File: config.mk
export PLATFORM = sky130hd
export DESIGN_NAME = jfc_ctl_status
export DESIGN_NICKNAME = d
export VERILOG_FILES = /design/src/design/jfc_pkg.sv /design/src/design/jfc_ctl_status.sv /design/src/design/jfc_sync.sv
export SDC_FILE = /design/constraint.sdc
export NUM_CORES = 1
export LEC_CHECK = 0
export ABC_AREA = 1
export BUFFER_PORTS_ARGS = -buffer_cell sky130_fd_sc_hd__buf_2
export CORE_MARGIN = 2
export CORE_UTILIZATION = 55
export DETAILED_ROUTE_END_ITERATION = 8
export HOLD_SLACK_MARGIN = 0.06
export PLACE_DENSITY = 0.85
export SYNTH_ARGS = -nofsm -noshare
export SYNTH_HDL_FRONTEND = slang
export SYNTH_SLANG_ARGS = --single-unit
File: constraint.sdc
create_clock -name clk_sys -period 3 [get_ports clk_sys]
set_input_delay 0.45 -clock clk_sys [delete_from_list [all_inputs] [get_ports clk_sys]]
set_output_delay 0.45 -clock clk_sys [all_outputs]
set_load 0.01 [all_outputs]
File: src/design/jfc_pkg.sv
// Field layout and reset values of the flash test-port control and status word
package jfc_pkg;

    // ==============================================================
    // Word geometry
    localparam int unsigned CS_WIDTH      = 16;
    localparam int unsigned SYNC_STAGES   = 2;

    // ==============================================================
    // Bit positions
    localparam int unsigned BIT_BUSY      = 2;
    localparam int unsigned BIT_DATA_LOSS = 4;
    localparam int unsigned BIT_ACCESS    = 5;
    localparam int unsigned BIT_BLANK     = 6;
    localparam int unsigned BIT_PROG_EN   = 7;
    localparam int unsigned BIT_PAGE_EN   = 8;
    localparam int unsigned BIT_SECT_EN   = 9;
    localparam int unsigned BIT_SPEC_EN   = 10;
    localparam int unsigned BIT_RSV_LO    = 11;
    localparam int unsigned BIT_RSV_HI    = 13;
    localparam int unsigned BIT_VRF_DIS   = 14;
    localparam int unsigned BIT_IF_EN     = 15;

    // ==============================================================
    // Values after reset
    localparam logic [15:0] RST_SHIFT     = 16'h0000;
    localparam logic        RST_CTRL_BIT  = 1'b0;
    localparam logic        RST_DATA_LOSS = 1'b0;
    localparam logic        RST_SYNC_BIT  = 1'b0;
    localparam logic        RST_FLAG_BIT  = 1'b0;

    // Order of the synchronised test-port inputs
    localparam int unsigned SI_TCK        = 0;
    localparam int unsigned SI_TDI        = 1;
    localparam int unsigned SI_SELECT     = 2;
    localparam int unsigned SI_CAPTURE    = 3;
    localparam int unsigned SI_SHIFT      = 4;
    localparam int unsigned SI_UPDATE     = 5;
    localparam int unsigned SI_TAP_RESET  = 6;
    localparam int unsigned SI_COUNT      = 7;

endpackage

File: src/design/jfc_ctl_status.sv
// Test-port flash control and status word, upper field, with its shift stage
`timescale 1ns/1ns
`default_nettype none

// Behaviour
// (RULE1) Write into full buffer sets data-loss
// (RULE2) Shifted one at bit 4 clears data-loss
// (RULE3) Data-loss clear ignored while busy
// (RULE4) Access flag mirrors protection state
// (RULE5) Blank flag set while core held
// (RULE6) Programming gated by program enable
// (RULE7) Page erase gated by its enable
// (RULE8) Sector erase gated by its enable
// (RULE9) Special erase gated by its enable
// (RULE10) Verify disable skips post-operation verify
// (RULE11) Interface off: writes of one ignored
// (RULE12) Interface off: error flags held clear
// (RULE13) Interface off: other transactions ignored
// (RULE14) Control bits and data-loss reset zero
// (RULE15) Bits 11 to 13 have no function
// (RULE16) Capture loads status, update loads control
// (RULE17) Only power-up and tap reset clear
// (RULE18) Busy while clocks unready or operating
// (RULE19) Reserved read zero, update ignored
module jfc_ctl_status
    import jfc_pkg::*;
(
    input  wire logic       clk_sys,
    input  wire logic       nrst,
    // Test-port side, inputs all asynchronous to clk_sys; tdo leaves a clk_sys flop
    input  wire logic       tck,
    input  wire logic       tdi,
    input  wire logic       chainSelect,
    input  wire logic       captureDr,
    input  wire logic       shiftDr,
    input  wire logic       updateDr,
    input  wire logic       tapReset,
    output logic            tdo,
    // Flash side, same clock domain
    input  wire logic [3:0] lowerStatus,
    input  wire logic       clocksNotReady,
    input  wire logic       flashOperating,
    input  wire logic       fullBufferWrite,
    input  wire logic       protectionActive,
    input  wire logic       coreHeldInReset,
    input  wire logic       programReq,
    input  wire logic       pageEraseReq,
    input  wire logic       sectorEraseReq,
    input  wire logic       specialEraseReq,
    output logic            programGo,
    output logic            pageEraseGo,
    output logic            sectorEraseGo,
    output logic            specialEraseGo,
    output logic            verifyStep,
    output logic            otherTxnEnable,
    output logic            flash_busy_flag,
    output logic            access_enabled_flag,
    output logic            blank_flash_flag,
    output logic            data_loss_err,
    output logic            program_enable,
    output logic            page_erase_enable,
    output logic            sector_erase_enable,
    output logic            special_erase_enable,
    output logic            verify_disable,
    output logic            jtag_flash_if_enable
);

    // ==============================================================
    // State
    typedef struct packed {
        logic [CS_WIDTH-1:0] shiftReg;
        logic                tckPrev;
        logic                dataLoss;
        logic                progEn;
        logic                pageEn;
        logic                sectEn;
        logic                specEn;
        logic                vrfDis;
        logic                ifEn;
        logic                busyFlag;
        logic                accessFlag;
        logic                blankFlag;
    } jfc_state_type;

    jfc_state_type state_ff;
    jfc_state_type nxt_state;

    logic [SI_COUNT-1:0] tapRaw;
    logic [SI_COUNT-1:0] tapSync;
    logic                busy;
    logic                accessOk;
    logic [CS_WIDTH-1:0] statusView;

    // ==============================================================
    // Synchronise the test-port signals
    assign tapRaw[SI_TCK]       = tck;
    assign tapRaw[SI_TDI]       = tdi;
    assign tapRaw[SI_SELECT]    = chainSelect;
    assign tapRaw[SI_CAPTURE]   = captureDr;
    assign tapRaw[SI_SHIFT]     = shiftDr;
    assign tapRaw[SI_UPDATE]    = updateDr;
    assign tapRaw[SI_TAP_RESET] = tapReset;

    jfc_sync #(
        .WIDTH (SI_COUNT)
    ) u_sync (
        .clk_sys (clk_sys),
        .nrst    (nrst),
        .asyncIn (tapRaw),
        .syncOut (tapSync)
    );

    // ==============================================================
    // Status view
    assign busy     = clocksNotReady | flashOperating; // RULE18
    assign accessOk = ~protectionActive; // RULE4

    always_comb begin
        statusView                            = {12'h000, lowerStatus};
        statusView[BIT_BUSY]                  = busy;
        statusView[BIT_DATA_LOSS]             = state_ff.dataLoss;
        statusView[BIT_ACCESS]                = accessOk; // RULE4
        statusView[BIT_BLANK]                 = coreHeldInReset; // RULE5
        statusView[BIT_PROG_EN]               = state_ff.progEn;
        statusView[BIT_PAGE_EN]               = state_ff.pageEn;
        statusView[BIT_SECT_EN]               = state_ff.sectEn;
        statusView[BIT_SPEC_EN]               = state_ff.specEn;
        statusView[BIT_RSV_HI:BIT_RSV_LO]     = 3'h0; // RULE15 RULE19
        statusView[BIT_VRF_DIS]               = state_ff.vrfDis;
        statusView[BIT_IF_EN]                 = state_ff.ifEn;
    end

    // ==============================================================
    // Next state
    logic tckRise;
    logic act;
    logic [CS_WIDTH-1:0] sh;

    always_comb begin
        nxt_state         = state_ff;
        tckRise           = tapSync[SI_TCK] & ~state_ff.tckPrev;
        act               = tckRise & tapSync[SI_SELECT];
        sh                = state_ff.shiftReg;
        nxt_state.tckPrev = tapSync[SI_TCK];

        // Flags lag their sources one cycle so every flag output leaves a flop
        nxt_state.busyFlag   = busy; // RULE18
        nxt_state.accessFlag = accessOk; // RULE4
        nxt_state.blankFlag  = coreHeldInReset; // RULE5

        if (act && tapSync[SI_CAPTURE]) begin
            nxt_state.shiftReg = statusView; // RULE16
        end else if (act && tapSync[SI_SHIFT]) begin
            nxt_state.shiftReg = {tapSync[SI_TDI], sh[CS_WIDTH-1:1]};
        end

        if (act && tapSync[SI_UPDATE]) begin
            // A disabled interface only lets ones fall to zero
            if (state_ff.ifEn) begin
                nxt_state.progEn = sh[BIT_PROG_EN];
                nxt_state.pageEn = sh[BIT_PAGE_EN];
                nxt_state.sectEn = sh[BIT_SECT_EN];
                nxt_state.specEn = sh[BIT_SPEC_EN];
                nxt_state.vrfDis = sh[BIT_VRF_DIS];
            end else begin
                nxt_state.progEn = state_ff.progEn & sh[BIT_PROG_EN]; // RULE11
                nxt_state.pageEn = state_ff.pageEn & sh[BIT_PAGE_EN]; // RULE11
                nxt_state.sectEn = state_ff.sectEn & sh[BIT_SECT_EN]; // RULE11
                nxt_state.specEn = state_ff.specEn & sh[BIT_SPEC_EN]; // RULE11
                nxt_state.vrfDis = state_ff.vrfDis & sh[BIT_VRF_DIS]; // RULE11
            end
            nxt_state.ifEn = sh[BIT_IF_EN]; // RULE16
            if (sh[BIT_DATA_LOSS] && !busy && state_ff.ifEn) begin
                nxt_state.dataLoss = 1'b0; // RULE2 RULE3
            end
        end

        // Set wins over an update clear in the same cycle
        if (fullBufferWrite && state_ff.ifEn) begin
            nxt_state.dataLoss = 1'b1; // RULE1
        end
        if (!state_ff.ifEn) begin
            nxt_state.dataLoss = 1'b0; // RULE12
        end

        if (tapSync[SI_TAP_RESET]) begin
            nxt_state.progEn   = RST_CTRL_BIT; // RULE17
            nxt_state.pageEn   = RST_CTRL_BIT;
            nxt_state.sectEn   = RST_CTRL_BIT;
            nxt_state.specEn   = RST_CTRL_BIT;
            nxt_state.vrfDis   = RST_CTRL_BIT;
            nxt_state.ifEn     = RST_CTRL_BIT;
            nxt_state.dataLoss = RST_DATA_LOSS;
        end
    end

    always_ff @(posedge clk_sys) begin
        if (!nrst) begin
            state_ff.shiftReg <= RST_SHIFT; // RULE14
            state_ff.tckPrev  <= RST_SYNC_BIT;
            state_ff.dataLoss <= RST_DATA_LOSS;
            state_ff.progEn   <= RST_CTRL_BIT;
            state_ff.pageEn   <= RST_CTRL_BIT;
            state_ff.sectEn   <= RST_CTRL_BIT;
            state_ff.specEn   <= RST_CTRL_BIT;
            state_ff.vrfDis   <= RST_CTRL_BIT;
            state_ff.ifEn     <= RST_CTRL_BIT;
            state_ff.busyFlag   <= RST_FLAG_BIT;
            state_ff.accessFlag <= RST_FLAG_BIT;
            state_ff.blankFlag  <= RST_FLAG_BIT;
        end else begin
            state_ff <= nxt_state;
        end
    end

    // ==============================================================
    // Outputs
    assign tdo = state_ff.shiftReg[0];

    // Grants are combinational so a request is never delayed a cycle
    assign programGo      = programReq & state_ff.progEn & state_ff.ifEn & accessOk; // RULE6
    assign pageEraseGo    = pageEraseReq & state_ff.pageEn & state_ff.ifEn & accessOk; // RULE7
    assign sectorEraseGo  = sectorEraseReq & state_ff.sectEn & state_ff.ifEn & accessOk; // RULE8
    // Special erase is still allowed under protection
    assign specialEraseGo = specialEraseReq & state_ff.specEn & state_ff.ifEn; // RULE9
    assign verifyStep     = ~state_ff.vrfDis; // RULE10
    assign otherTxnEnable = state_ff.ifEn; // RULE13

    assign flash_busy_flag      = state_ff.busyFlag;
    assign access_enabled_flag  = state_ff.accessFlag;
    assign blank_flash_flag     = state_ff.blankFlag;
    assign data_loss_err        = state_ff.dataLoss;
    assign program_enable       = state_ff.progEn;
    assign page_erase_enable    = state_ff.pageEn;
    assign sector_erase_enable  = state_ff.sectEn;
    assign special_erase_enable = state_ff.specEn;
    assign verify_disable       = state_ff.vrfDis;
    assign jtag_flash_if_enable = state_ff.ifEn;

endmodule

`default_nettype wire

File: src/design/jfc_sync.sv
// Two-stage synchroniser bank for inputs from outside the system clock domain
`timescale 1ns/1ns
`default_nettype none

module jfc_sync
    import jfc_pkg::*;
#(
    parameter int unsigned WIDTH = SI_COUNT
) (
    input  wire logic             clk_sys,
    input  wire logic             nrst,
    input  wire logic [WIDTH-1:0] asyncIn,
    output logic      [WIDTH-1:0] syncOut
);

    // ==============================================================
    // Per-bit flop pairs; first stage feeds only the second
    genvar gi;
    generate
        for (gi = 0; gi < WIDTH; gi++) begin : g_bit
            logic stage1_ff;
            logic stage2_ff;
            always_ff @(posedge clk_sys) begin
                if (!nrst) begin
                    stage1_ff <= RST_SYNC_BIT;
                    stage2_ff <= RST_SYNC_BIT;
                end else begin
                    stage1_ff <= asyncIn[gi];
                    stage2_ff <= stage1_ff;
                end
            end
            assign syncOut[gi] = stage2_ff;
        end
    endgenerate

endmodule

`default_nettype wire

==> results by group <==
Run status
  • Status: finished, final reports clean

Route
  • Metal-1 WL: 1300 um
  • Post-Route WL: 3050 um
  • Via Count: 1443
  • ANT nets after route: 0
  • Max layer used: met4
  • Iteration-0 DRC Markers: 68
  • Detailed-route DRC error count: 0
  • DR WL met2: 1440 um
  • Wire length per cell: 10.4 um
  • Via density: 4.94
  • Metal3 WL: 246 um
  • Drt pass-1 iters: 5

Logic synthesis
  • Syn Area/Cell: 7.25 um2
  • Seq/Total Area, Yosys: 50.3%
  • Most frequent cell after synthesis: nand2_1
  • Ys flop type: dfxtp_1
  • Post-synthesis register bit count: 41
  • Synth unique cells: 21
  • Synth Net Count: 247
  • Most area-consuming cells after synthesis: dfxtp_1 (50%), nand2_1 (14%), inv_1 (9.4%)
  • Commonest cells in the netlist: nand2_1 (61), dfxtp_1 (41), inv_1 (41), nor2_1 (20), a21oi_1 (17)
  • Post-synth EDFFs: 0
  • Top cell type's share of synthesized area: 50.3%
  • Cell area after synthesis: 1630 um2
  • Yosys top cell by area: dfxtp_1
  • Async SR Flop Fraction: 0%
  • Synth warn: 0
  • Syn Inst Count: 225

Critical path
  • Startpoint Class: flop
  • Path depth of the worst reg2reg path: 4
  • Worst path cell trace: nand2_1, nor2_1, buf_2
  • WS Path Type: reg -> out
  • Arrival time at the worst endpoint: 1.21 ns
  • Nature of the critical path endpoint: output port
  • Crit-path max FO: 8
  • CP required: 2.55 ns
  • Largest stage delay, worst path: 0.50 ns
  • Slowest cell on crit path: dfxtp_1

Timing
  • Worst Skew: 0.0115 ns
  • Headroom to the max-slew limit: 65.3%
  • Unrepaired setup endpoints after global routing: no
  • Final Setup Violations: 0
  • Final Hold Viols: 0
  • FMAX: 602 MHz
  • Max-slew violation count: 0
  • Clock period minus worst slack: 1.66 ns
  • Final Cycle Share: 55.3%
  • Slew @ Worst Pin: 0.518 ns
  • Min setup slack post-route: 1.34 ns
  • Setup TNS: 0 ns

Clock network
  • H-tree levels: 2
  • # hold bufs at CTS: 0
  • CTS Sinks: 41
  • Clk_lat worst skew: 0.35 ns
  • Post-CTS setup buffer count: 0
  • TritonCTS Buffers: 5
  • Clock-pin slew of the registers on the worst-case setup and hold paths: 0.11 ns
  • TritonCTS clock tree: done
  • Root Buffer: clkbuf_4
  • CTS max path bufs: 2
  • Post-CTS sizing: 0

Layout
  • Area grow syn2layout: 13.1%
  • Post-route insts no fill: 292
  • Post-route cell area: 1850 um2
  • # diodes: 0
  • Fillers: 268
  • Share of cells above drive strength 1: 18.4%
  • Nets: 283

Power and ir drop
  • Leakage dissipation: 0.000975 uW
  • PD cells: 474 nW/um2
  • Peak supply drop: 400 uV

Global route
  • Global-route wire length before repair: 5050 um
  • GRT Resource Usage Total: 19.7%
  • Vias in the first global route: 1218
  • Aggregate global routing overflow: 0
  • Largest net degree at the start of global routing: 30
  • Initial antenna violation count: 0

Floorplan
  • Die area: 3420 um2
  • Core Region: 2780 um2
  • Initial Utilization: 58.7%
  • I/O Pins: 39
  • Die Span Y: 58.5 um
  • Die span in x: 58.5 um
  • Row count: 19

Worst hold path
  • Hold depth: 2
  • Worst Hold Class: in -> reg

Placed design
  • Dpl cells: 285
  • Placer Congestion: 0.770
  • Detailed Place HPWL: 2120 um
  • Port Buf Inserts: 37
  • Placed inst area: 1790 um2
  • Post-place setup slack: 1.12 ns

Flow run
  • Max Cap Viol: 0
==> where the power goes <==
part | switching, uW | internal (uW)
Sequential | 6.20 | 556
Combinational | 23.9 | 17.3
Clock | 160 | 111
Total | 190 | 684
==> area by class of cell <==
type | count | area (um2) | share of cell area (%)
Clock buffer | 7 | 55.1 | 2.98
Inverter | 42 | 158 | 8.54
Multi-Input combinational cell | 134 | 588 | 31.9
Sequential cell | 41 | 821 | 44.5
Tap cell | 31 | 38.8 | 2.10
Timing Repair Buffer | 37 | 185 | 10.0
==> layer usage <==
layer / up-vias / track usage, %
met4: 0 / 8.31
li1: 756 / -
met3: 7 / 6.59
met2: 58 / 34.2
met1: 622 / 21.9
met5: - / 0
==> final timing paths <==
kind | slack, ns | endpoint | startpoint
worst max-delay path | 1.34 | pageEraseGo | jtag_flash_if_enable
worst min-delay path | 0.27 | access_enabled_flag | protectionActive
worst max register to register | 1.39 | sh[2] | u_sync.g_bit[3].stage2_ff
worst min register to register | 0.42 | u_sync.g_bit[6].stage2_ff | u_sync.g_bit[6].stage1_ff
==> critical path, delay by kind of cell (launching register included) <==
family        cells  cell delay (ns)
flops             1             0.50
simple gates      2             0.24
buf+inv           1             0.13
==> per-stage QoR <==
step | util, % | hold WS (ns) | total power (uW)
final | 66.4 | 0.266 | 875
after global routing | 66.4 | 0.262 | 916
after CTS | 66.4 | 0.262 | 884
after detailed placement | 64.4 | 0.397 | 616
after global placement | 64.4 | 0.392 | 614
after floorplan | - | 0.390 | 598
==> state kept, by name (all words and copies together), names as in the netlist <==
name	flops
u_sync.g_bit.stage1_ff	7
page_erase_enable	1
access_enabled_flag	1
special_erase_enable	1
program_enable	1
state_ff	1
flash_busy_flag	1
sh	16
sector_erase_enable	1
data_loss_err	1
u_sync.g_bit.stage2_ff	7
verify_disable	1
blank_flash_flag	1
jtag_flash_if_enable	1
==> cell families after synthesis <==
family,share of synthesized area [%]
buffers and inverters,13.6
AOI/OAI and AO/OA,11.2
DFF,50.3
and+or+nand+nor,24.8
==> layout by cell type, fill, tap and decap left out <==
cell type | Yosys | layout
nand2_1 | 61 | 61
inv_1 | 41 | 41
dfxtp_1 | 41 | 41
buf_2 | 1 | 37
nor2_1 | 20 | 20
a21oi_1 | 17 | 17
o21ai_0 | 15 | 15
nand3_1 | 11 | 11
clkbuf_4 | 0 | 5
nand4_1 | 3 | 3
nor3_1 | 2 | 2
nand2_2 | 1 | 1
nor2_4 | 1 | 1
o21ai_2 | 1 | 1
inv_2 | 1 | 1
a21oi_2 | 1 | 1
o21ai_1 | 1 | 1
clkbuf_1 | 1 | 1
clkbuf_8 | 1 | 1
Note: power is estimated with default switching activity, not from simulation.
